[src/inc/alsc_pkg.sv]
// Package: register map, field layout, timing and types of the light sensor control
//
// Behaviour
// - Config write aborts a running conversion
// - Restart conversion if new settings ask one
// - Range field bits 15:12 chooses full scale
// - Code 1100b selects automatic range
// - Automatic range reported in result exponent
// - Range field resets to automatic code
// - Short time loses resolution on low ranges
// - Result format same for both times
// - Mode 00 off, 01 single, 1x continuous
// - Mode reads single while single-shot runs
// - Single-shot end clears mode to shutdown
// - Shutdown keeps ready and limit flags
// - Config at offset 01h, reset C810h
// - Bits 8:5 ignore writes, others writable
// - Result: exponent 15:12, mantissa 11:0
`default_nettype none
package alsc_pkg;

   //-----------------------------------------------------------------
   // Register map
   //-----------------------------------------------------------------
   localparam logic [7:0]  OFS_RESULT = 8'h00;
   localparam logic [7:0]  OFS_CONFIG = 8'h01;
   localparam logic [15:0] CFG_RESET  = 16'hc810;
   localparam logic [15:0] CFG_WMASK  = 16'hfe1f;
   localparam logic [15:0] RES_RESET  = 16'h0000;

   //-----------------------------------------------------------------
   // Field codes
   //-----------------------------------------------------------------
   localparam logic [3:0]  RANGE_AUTO = 4'hc;
   localparam logic [3:0]  RANGE_MAX  = 4'hb;
   localparam logic [3:0]  RANGE_MIN  = 4'h0;
   localparam logic [3:0]  RANGE_LOSS1 = 4'h5;
   localparam logic [1:0]  MODE_OFF    = 2'h0;
   localparam logic [1:0]  MODE_SINGLE = 2'h1;
   localparam logic [11:0] MANT_LOW    = 12'h400;

   //-----------------------------------------------------------------
   // Timing
   //-----------------------------------------------------------------
   localparam int unsigned CLK_MHZ    = 250;
   localparam int unsigned T_SHORT_MS = 100;
   localparam int unsigned T_LONG_MS  = 800;
   localparam int unsigned CYC_SHORT  = T_SHORT_MS * 1000 * CLK_MHZ;
   localparam int unsigned CYC_LONG   = T_LONG_MS * 1000 * CLK_MHZ;
   localparam int unsigned CNT_W      = 28;

   //-----------------------------------------------------------------
   // Types
   //-----------------------------------------------------------------
   typedef struct packed {
      logic [3:0] range_select;
      logic       conversion_time_sel;
      logic [1:0] mode;
      logic       overflow_flag;
      logic       conversion_ready_flag;
      logic       high_limit_flag;
      logic       low_limit_flag;
      logic [4:0] low_fields;
   } alsc_cfg_t;

   typedef struct packed {
      logic [3:0]  exponent;
      logic [11:0] mantissa;
   } alsc_result_t;

endpackage
`default_nettype wire

[src/rtl/alsc_conv_timer.sv]
// Conversion length timer with restart and abort
`timescale 1ns/10ps
`default_nettype none
module alsc_conv_timer #(
   parameter int unsigned SHORT_CYC = alsc_pkg::CYC_SHORT,
   parameter int unsigned LONG_CYC  = alsc_pkg::CYC_LONG
) (
   // Clock and reset
   input  wire logic clk,
   input  wire logic rst_b,
   // Control
   input  wire logic start,
   input  wire logic abort,
   input  wire logic long_sel,
   // Status
   output var  logic busy_q,
   output var  logic done_q
);

   logic [alsc_pkg::CNT_W-1:0] cnt_q;
   logic [alsc_pkg::CNT_W-1:0] last_q;
   wire  logic                 at_end;
   wire  logic [alsc_pkg::CNT_W-1:0] last_d;

   //-----------------------------------------------------------------
   // Length select, 0 short, 1 long
   //-----------------------------------------------------------------
   assign last_d = long_sel ? alsc_pkg::CNT_W'(LONG_CYC - 1)
                            : alsc_pkg::CNT_W'(SHORT_CYC - 1);
   assign at_end = busy_q && (cnt_q == last_q);

   // Start wins over abort so a restart is never lost
   always_ff @(posedge clk or negedge rst_b) begin
      if (!rst_b) begin
         busy_q <= 1'b0;
         cnt_q  <= '0;
         last_q <= '0;
         done_q <= 1'b0;
      end else begin
         done_q <= at_end && !start && !abort;
         if (start) begin
            busy_q <= 1'b1;
            cnt_q  <= '0;
            last_q <= last_d;
         end else if (abort || at_end) begin
            busy_q <= 1'b0;
         end else if (busy_q) begin
            cnt_q <= cnt_q + alsc_pkg::CNT_W'(1);
         end
      end
   end

   //-----------------------------------------------------------------
   // Checks
   //-----------------------------------------------------------------
   AST_ABORT_STOPS: assert property (@(posedge clk) disable iff (!rst_b)
      abort && !start |=> !busy_q && !done_q)
      else $error("abort left timer running");

   AST_START_FRESH: assert property (@(posedge clk) disable iff (!rst_b)
      start |=> busy_q && cnt_q == '0)
      else $error("start did not restart count");

   AST_DONE_AT_END: assert property (@(posedge clk) disable iff (!rst_b)
      $rose(done_q) |-> $past(cnt_q) == last_q)
      else $error("done not at selected length");

endmodule // alsc_conv_timer
`default_nettype wire

[src/rtl/alsc_config_ctrl.sv]
// Configuration register and conversion control of the light sensor
`timescale 1ns/10ps
`default_nettype none
module alsc_config_ctrl #(
   parameter int unsigned SHORT_CYC = alsc_pkg::CYC_SHORT,
   parameter int unsigned LONG_CYC  = alsc_pkg::CYC_LONG
) (
   // Clock and reset
   input  wire logic        CLK,
   input  wire logic        RST_B,
   // Register port from serial front end
   input  wire logic        REG_WR,
   input  wire logic        REG_RD,
   input  wire logic [7:0]  REG_ADDR,
   input  wire logic [15:0] REG_WDATA,
   output var  logic [15:0] REG_RDATA,
   // Converter and limit logic results
   input  wire logic [11:0] ADC_MANTISSA,
   input  wire logic        ADC_OVERFLOW,
   input  wire logic        LIMIT_HIGH,
   input  wire logic        LIMIT_LOW,
   // Converter control
   output var  logic        CONV_RUN,
   output var  logic [3:0]  CONV_RANGE,
   output var  logic        CONV_LONG,
   output var  logic [1:0]  CONV_RES_LOSS,
   output var  logic        CONV_DONE
);

   //-----------------------------------------------------------------
   // Decode functions
   //-----------------------------------------------------------------
   // Reserved codes are clamped so the converter never sees them
   function automatic logic [3:0] eff_range(input logic [3:0] rn,
                                            input logic [3:0] autor);
      if (rn == alsc_pkg::RANGE_AUTO)
         eff_range = autor;
      else if (rn > alsc_pkg::RANGE_AUTO)
         eff_range = alsc_pkg::RANGE_MAX;
      else
         eff_range = rn;
   endfunction

   // Bits of resolution lost with the short time
   function automatic logic [1:0] res_loss(input logic [3:0] rng,
                                           input logic       long_t);
      if (long_t || rng > alsc_pkg::RANGE_LOSS1)
         res_loss = 2'h0;
      else if (rng == alsc_pkg::RANGE_LOSS1)
         res_loss = 2'h1;
      else if (rng == alsc_pkg::RANGE_MIN)
         res_loss = 2'h3;
      else
         res_loss = 2'h2;
   endfunction

   //-----------------------------------------------------------------
   // State
   //-----------------------------------------------------------------
   alsc_pkg::alsc_cfg_t    cfg_q;
   alsc_pkg::alsc_cfg_t    cfg_d;
   alsc_pkg::alsc_cfg_t    wr_cfg;
   alsc_pkg::alsc_result_t res_q;
   logic [3:0]             used_q;
   logic [3:0]             auto_q;
   logic [3:0]             auto_d;
   logic [15:0]            rdata_q;
   logic [3:0]             crange_q;
   logic                   clong_q;
   logic [1:0]             closs_q;
   logic                   cdone_q;
   wire  logic             busy;
   wire  logic             tdone;

   //-----------------------------------------------------------------
   // Access decode
   //-----------------------------------------------------------------
   wire logic cfg_wr   = REG_WR && (REG_ADDR == alsc_pkg::OFS_CONFIG);
   wire logic cfg_rd   = REG_RD && (REG_ADDR == alsc_pkg::OFS_CONFIG);
   wire logic res_rd   = REG_RD && (REG_ADDR == alsc_pkg::OFS_RESULT);
   wire logic wr_off   = wr_cfg.mode == alsc_pkg::MODE_OFF;
   wire logic is_auto  = cfg_q.range_select == alsc_pkg::RANGE_AUTO;
   wire logic is_cont  = cfg_q.mode[1];
   wire logic is_ss    = cfg_q.mode == alsc_pkg::MODE_SINGLE;

   // Only writable bits come from the host, flag bits keep theirs
   assign wr_cfg = alsc_pkg::alsc_cfg_t'((REG_WDATA & alsc_pkg::CFG_WMASK)
                  | (cfg_q & ~alsc_pkg::CFG_WMASK));

   //-----------------------------------------------------------------
   // Automatic range stepping
   //-----------------------------------------------------------------
   // Overflow below top range: raise range and convert again
   wire logic bump    = tdone && is_auto && ADC_OVERFLOW
                        && (used_q != alsc_pkg::RANGE_MAX);
   wire logic fin     = tdone && !bump;
   wire logic step_dn = fin && is_auto && (used_q != alsc_pkg::RANGE_MIN)
                        && (ADC_MANTISSA < alsc_pkg::MANT_LOW);

   // Down step only one range per conversion keeps it stable
   always_comb begin
      auto_d = auto_q;
      if (bump)
         auto_d = 4'(used_q + 4'h1);
      else if (step_dn)
         auto_d = 4'(used_q - 4'h1);
      else if (fin && is_auto)
         auto_d = used_q;
   end

   //-----------------------------------------------------------------
   // Conversion start and abort
   //-----------------------------------------------------------------
   wire logic t_start = cfg_wr ? !wr_off
                               : (bump || (fin && is_cont));
   wire logic t_abort = cfg_wr && wr_off;
   wire logic s_long  = cfg_wr ? wr_cfg.conversion_time_sel
                               : cfg_q.conversion_time_sel;
   wire logic [3:0] s_rng = eff_range(cfg_wr ? wr_cfg.range_select
                                             : cfg_q.range_select, auto_d);

   //-----------------------------------------------------------------
   // Configuration next value
   //-----------------------------------------------------------------
   always_comb begin
      cfg_d = cfg_q;
      if (cfg_wr) begin
         cfg_d = wr_cfg;
      end else if (fin && is_ss) begin
         cfg_d.mode = alsc_pkg::MODE_OFF;
      end
      // Ready clears on read or on a non-shutdown write
      if (cfg_rd || (cfg_wr && !wr_off))
         cfg_d.conversion_ready_flag = 1'b0;
      // Completion sets, and wins over any clear
      if (fin) begin
         cfg_d.conversion_ready_flag = 1'b1;
         cfg_d.overflow_flag         = ADC_OVERFLOW;
         cfg_d.high_limit_flag       = LIMIT_HIGH;
         cfg_d.low_limit_flag        = LIMIT_LOW;
      end
   end

   //-----------------------------------------------------------------
   // Read data select
   //-----------------------------------------------------------------
   wire logic [15:0] rd_sel = res_rd ? 16'(res_q)
                            : cfg_rd ? 16'(cfg_q) : 16'h0000;

   //-----------------------------------------------------------------
   // Registers
   //-----------------------------------------------------------------
   always_ff @(posedge CLK or negedge RST_B) begin
      if (!RST_B) begin
         cfg_q <= alsc_pkg::alsc_cfg_t'(alsc_pkg::CFG_RESET);
         auto_q <= alsc_pkg::RANGE_MAX;
      end else begin
         cfg_q  <= cfg_d;
         auto_q <= auto_d;
      end
   end

   // Result keeps the same layout for either time
   always_ff @(posedge CLK or negedge RST_B) begin
      if (!RST_B) begin
         res_q <= alsc_pkg::alsc_result_t'(alsc_pkg::RES_RESET);
      end else if (fin) begin
         res_q.exponent <= used_q;
         res_q.mantissa <= ADC_MANTISSA;
      end
   end

   // Settings applied to the conversion now running
   always_ff @(posedge CLK or negedge RST_B) begin
      if (!RST_B) begin
         used_q   <= alsc_pkg::RANGE_MAX;
         crange_q <= alsc_pkg::RANGE_MAX;
         clong_q  <= 1'b1;
         closs_q  <= 2'h0;
      end else if (t_start) begin
         used_q   <= s_rng;
         crange_q <= s_rng;
         clong_q  <= s_long;
         closs_q  <= res_loss(s_rng, s_long);
      end
   end

   // Read data is registered, valid the cycle after the strobe
   always_ff @(posedge CLK or negedge RST_B) begin
      if (!RST_B) begin
         rdata_q <= 16'h0000;
         cdone_q <= 1'b0;
      end else begin
         cdone_q <= fin;
         if (REG_RD)
            rdata_q <= rd_sel;
      end
   end

   //-----------------------------------------------------------------
   // Timer
   //-----------------------------------------------------------------
   alsc_conv_timer #(
      .SHORT_CYC (SHORT_CYC),
      .LONG_CYC  (LONG_CYC)
   ) u_timer (
      .clk      (CLK),
      .rst_b    (RST_B),
      .start    (t_start),
      .abort    (t_abort),
      .long_sel (s_long),
      .busy_q   (busy),
      .done_q   (tdone)
   );

   //-----------------------------------------------------------------
   // Outputs
   //-----------------------------------------------------------------
   assign REG_RDATA     = rdata_q;
   assign CONV_RUN      = busy;
   assign CONV_RANGE    = crange_q;
   assign CONV_LONG     = clong_q;
   assign CONV_RES_LOSS = closs_q;
   assign CONV_DONE     = cdone_q;

   //-----------------------------------------------------------------
   // Checks
   //-----------------------------------------------------------------
   AST_WR_ABORT: assert property (@(posedge CLK) disable iff (!RST_B)
      cfg_wr && busy && wr_off |=> !CONV_RUN)
      else $error("shutdown write did not abort");

   AST_WR_RESTART: assert property (@(posedge CLK) disable iff (!RST_B)
      cfg_wr && !wr_off |=> CONV_RUN && CONV_RANGE == $past(s_rng))
      else $error("write did not restart conversion");

   AST_AUTO_UP: assert property (@(posedge CLK) disable iff (!RST_B)
      bump && !cfg_wr |=> CONV_RUN && CONV_RANGE == 4'($past(used_q) + 4'h1))
      else $error("auto range did not step up");

   AST_EXP_REPORT: assert property (@(posedge CLK) disable iff (!RST_B)
      fin |=> res_q.exponent == $past(used_q)
              && res_q.mantissa == $past(ADC_MANTISSA))
      else $error("result not captured");

   AST_SS_HOLD: assert property (@(posedge CLK) disable iff (!RST_B)
      is_ss && busy && !fin && !cfg_wr |=> cfg_q.mode == alsc_pkg::MODE_SINGLE)
      else $error("single mode lost while converting");

   AST_SS_END: assert property (@(posedge CLK) disable iff (!RST_B)
      fin && is_ss && !cfg_wr |=> cfg_q.mode == alsc_pkg::MODE_OFF && !CONV_RUN)
      else $error("single shot did not shut down");

   AST_OFF_KEEP: assert property (@(posedge CLK) disable iff (!RST_B)
      cfg_wr && wr_off && !fin && !cfg_rd |=>
         $stable(cfg_q.conversion_ready_flag) && $stable(cfg_q.high_limit_flag)
         && $stable(cfg_q.low_limit_flag))
      else $error("shutdown changed flags");

   AST_RO_BITS: assert property (@(posedge CLK) disable iff (!RST_B)
      cfg_wr && !fin |=> $stable(cfg_q.overflow_flag)
         && cfg_q.range_select == $past(REG_WDATA[15:12]))
      else $error("write mask broken");

   AST_CONT: assert property (@(posedge CLK) disable iff (!RST_B)
      fin && is_cont && !cfg_wr |=> CONV_RUN
         && CONV_LONG == $past(cfg_q.conversion_time_sel))
      else $error("continuous mode did not restart");

   AST_CRF_SET: assert property (@(posedge CLK) disable iff (!RST_B)
      fin |=> cfg_q.conversion_ready_flag)
      else $error("completion did not set ready flag");

   AST_CRF_CLEAR: assert property (@(posedge CLK) disable iff (!RST_B)
      cfg_rd && !fin |=> !cfg_q.conversion_ready_flag)
      else $error("read did not clear ready flag");

   AST_OFF_IDLE: assert property (@(posedge CLK) disable iff (!RST_B)
      cfg_q.mode == alsc_pkg::MODE_OFF && !cfg_wr |=> !CONV_RUN)
      else $error("converter running in shutdown");

   AST_LONG_FULL: assert property (@(posedge CLK) disable iff (!RST_B)
      CONV_LONG |-> CONV_RES_LOSS == 2'h0)
      else $error("long conversion reports lost bits");

   AST_SHORT_MIN: assert property (@(posedge CLK) disable iff (!RST_B)
      !CONV_LONG && CONV_RANGE == alsc_pkg::RANGE_MIN |-> CONV_RES_LOSS == 2'h3)
      else $error("lowest range short loss wrong");

   AST_RANGE_LEGAL: assert property (@(posedge CLK) disable iff (!RST_B)
      CONV_RANGE <= alsc_pkg::RANGE_MAX)
      else $error("converter given a reserved range");

   AST_AUTO_DOWN: assert property (@(posedge CLK) disable iff (!RST_B)
      step_dn |=> auto_q == 4'($past(used_q) - 4'h1))
      else $error("auto range did not step down");

   AST_RD_CFG: assert property (@(posedge CLK) disable iff (!RST_B)
      cfg_rd |=> REG_RDATA == $past(16'(cfg_q)))
      else $error("config read returned wrong word");

   AST_RD_RES: assert property (@(posedge CLK) disable iff (!RST_B)
      res_rd |=> REG_RDATA == $past(16'(res_q)))
      else $error("result read returned wrong word");

endmodule // alsc_config_ctrl
`default_nettype wire

[config.mk]
export PLATFORM = sky130hd
export DESIGN_NAME = alsc_config_ctrl
export DESIGN_NICKNAME = d
export VERILOG_FILES = /design/src/inc/alsc_pkg.sv /design/src/rtl/alsc_conv_timer.sv /design/src/rtl/alsc_config_ctrl.sv
export SDC_FILE = /design/constraint.sdc
export NUM_CORES = 1
export LEC_CHECK = 0
export BUFFER_PORTS_ARGS = -buffer_cell sky130_fd_sc_hd__buf_2
export CAP_MARGIN = 5
export CELL_PAD_IN_SITES_DETAIL_PLACEMENT = 1
export CELL_PAD_IN_SITES_GLOBAL_PLACEMENT = 2
export CORE_UTILIZATION = 33
export DETAILED_ROUTE_END_ITERATION = 8
export GPL_ROUTABILITY_DRIVEN = 0
export PLACE_DENSITY = 0.74
export SLEW_MARGIN = 20
export SYNTH_ARGS = -nofsm -noshare
export SYNTH_HDL_FRONTEND = slang
export SYNTH_SLANG_ARGS = --single-unit
[constraint.sdc]
create_clock -name CLK -period 2.1 [get_ports CLK]
set_input_delay 0.525 -clock CLK [delete_from_list [all_inputs] [get_ports CLK]]
set_output_delay 0.525 -clock CLK [all_outputs]
set_load 0.01 [all_outputs]
==> flow_summary.yaml <==
power:
  vdd_drop_max_mv: 0.474
  p_per_area_mw_per_mm2: 664
  leakage_nw: 3.27
timing:
  hold_viol_final: 0
  rsz0062_at_grt: "true"
  fmax_ghz: 0.415
  whs_ns: 0.0903
  post-route-period-util: 1.15
  period_needed_ns: 2.41
  setup-tns-final_ns: -8.40
  worst_pin_slew_ns: 0.383
  setup_ws_ns: -0.308
  clock_skew_ns: 0.00837
  slew_viol_final: 0
  setup_viol: 53
  max-slew-margin-rel: 0.744
route:
  wire_per_inst_um: 19.1
  drt-pass1-iter-count: 6
  vias_per_cell: 5.26
  drc: 0
  ant_nets: 0
  drt_iter0_drc: 243
  dr_total_vias: 4377
  wl_mm: 15.9
final_layout:
  syn_to_final_growth_pct: 51.9
  final_cells: 832
  stdcell_area_mm2: 0.00707
  diodes: 0
  finalNetCount: 693
  drive_gt1_frac: 0.472
logic_synthesis:
  synth_enable_flop_cells: 0
  netlist_area_mm2: 0.00466
  syn_inst: 469
  yosysWarnings: 0
  seq_area_frac_synth: 0.503
  yosys-top-cells-count: "dfrtp_1 (82), nand2_1 (41), nor2_1 (33)"
  netlist_top_cells_area: "dfrtp_1 (44%), mux2_2 (6.8%), dfstp_2 (6.2%)"
  synth-seq-cells: 93
  async_flop_share: 1.00
  synth_top_area_cell: "dfrtp_1"
  yosys.cell_count.top_type: "dfrtp_1"
  synth_area_per_cell_um2: 9.93
  synth.distinct_cells: 55
  syn-num-nets: 515
  ys.flop_type: "dfrtp_1"
  synth_top_area_frac: 0.441
die:
  core_area_mm2: 0.0138
  dieArea_mm2: 0.0146
  chipWidth_um: 121
  core.rowCount: 43
  start_util: 0.337
  die_h_um: 121
  num_io_pins: 68
clocking:
  htree_levels: 3
  clockBufferDepth: 2
  root_buffer: "clkbuf_16"
  cts_inserted_buffers: 9
  clk_pin_slew_ns: 0.07
  clk-insertion-delay-late_ns: 0.36
  cts_sinks: 93
  cts_tree: "yes"
place:
  dpl.hpwl_mm: 9.86
  place_inst: 786
  io_buffers: 63
  placed_cell_area_mm2: 0.00592
outcome:
  violations: "setup timing"
  status: "finished with violations"
run:
  maxCapViolations: 0
worst_setup_path:
  startpoint_type: "register"
  cp_data_arrival_time_ns: 2.65
  worst-setup-path-type: "reg2reg"
  worstSetupEndpointType: "register"
  worstPathMaxFanout: 7
  crit_required_ns: 2.34
global_routing:
  grt_max_degree: 39
  grt_pass1_wl_mm: 24.3
  grt_overflow: 0
  antenna_found_initial: 0
  grt.total_usage: 0.218
  grt_pass1_vias: 4664
min_path:
  hp-class: "in2async"
logic make-up after synthesis:
group	count (synthesis)	share of synthesized area
adder cells (fa/ha/maj)	3	0.00806
buffers and inverters	56	0.0521
AND/OR/NAND/NOR	153	0.164
AO/OA/AOI/OAI	108	0.146
multiplexers	51	0.117
flip-flops	93	0.503
XOR/XNOR	5	0.00940
per-stage QoR:
| step | setup WS, ns | total power, mW | utilization |
|---|---|---|---|
| after global routing | -0.424 | 4.90 | 0.511 |
| after floorplan | -0.209 | 2.38 | - |
| after global placement | -0.525 | 2.74 | 0.428 |
| after CTS | -0.243 | 4.66 | 0.489 |
| after detailed placement | -0.570 | 2.78 | 0.428 |
| final | -0.308 | 4.70 | 0.511 |
critical path, cell delays in order (launching register included):
cell	delay (ns)
dfrtp_1	0.38
or4_4	0.57
nor3_4	0.19
o2111ai_2	0.18
o21ai_2	0.23
buf_6	0.14
nor2_4	0.06
buf_6	0.14
buf_16	0.14
mux2_4	0.26
report_power, final:
part | switching (mW) | leakage (nW) | internal [mW]
sequential | 0.0987 | 1.18 | 1.92
clock | 0.721 | 0.156 | 1.02
combinational | 0.436 | 1.93 | 0.498
total | 1.26 | 3.27 | 3.44
metal layers:
metal  track usage  wire [µm]  vias to the layer above
li1              -          -                     2043
met1         0.280       6870                     2210
met2         0.372       8000                       92
met3        0.0278        558                       32
met4        0.0880        437                        0
met5             0          0                        -
cell usage in the layout, fill, tap and decap left out, types with 5 or more instances in the layout:
master,count
nor3_1,6
a21o_1,5
inv_1,31
o21ai_1,23
nor3_4,6
buf_2,62
dfstp_2,11
or3_1,6
nand4_1,7
nand3_1,19
buf_16,5
nor2_1,31
nor3_2,7
nand2_1,38
mux2i_1,21
a21oi_2,10
dfrtp_1,82
mux2_2,8
buf_12,9
a22o_1,8
mux2_4,20
buf_6,9
buf_4,102
o21ai_0,5
clkbuf_16,12
o22ai_1,16
a21oi_1,15
registers in the layout (all words and copies together) (netlist names):
signal	count
u_timer.done_q	1
CONV_RES_LOSS	2
auto_q	4
CONV_DONE	1
u_timer.busy_q	1
REG_RDATA	16
u_timer.cnt_q	28
CONV_LONG	1
u_timer.last_q	3
cfg_q	16
res_q	16
CONV_RANGE	4
final cells by class:
class | instances | area, µm²
Clock buffer | 13 | 270
Timing Repair Buffer | 191 | 1590
Sequential cell | 93 | 2340
Multi-Input combinational cell | 320 | 2490
Fill cell | 1529 | 6760
Tap cell | 180 | 225
Clock inverter | 3 | 43.8
Inverter | 32 | 120
worst paths after layout:
check | start | endpoint | slack, ns | cells after the start
min in group CLK | ADC_MANTISSA[0] | res_q[0] | 0.40 | 2
setup / recovery | u_timer.last_q[20] | u_timer.cnt_q[0] | -0.31 | 9
hold reg to reg | CONV_LONG | CONV_LONG | 0.46 | 2
hold / removal | RST_B | REG_RDATA[4] | 0.09 | 1
max in group asynchronous | RST_B | CONV_LONG | 1.40 | 2
setup reg to reg | u_timer.last_q[20] | u_timer.cnt_q[0] | -0.31 | 9
what timing repair did:
| action | CTS | global route |
|---|---|---|
| endpoints found under the setup margin | 56 | 55 |
| hold endpoints to repair | 0 | 0 |
| hold buffers | 0 | 0 |
| resized for setup | 75 | 53 |
| setup buffers | 14 | 8 |
| pin swaps | 18 | 23 |
| gates cloned | 7 | 2 |
(Power assumes the default switching activity.)
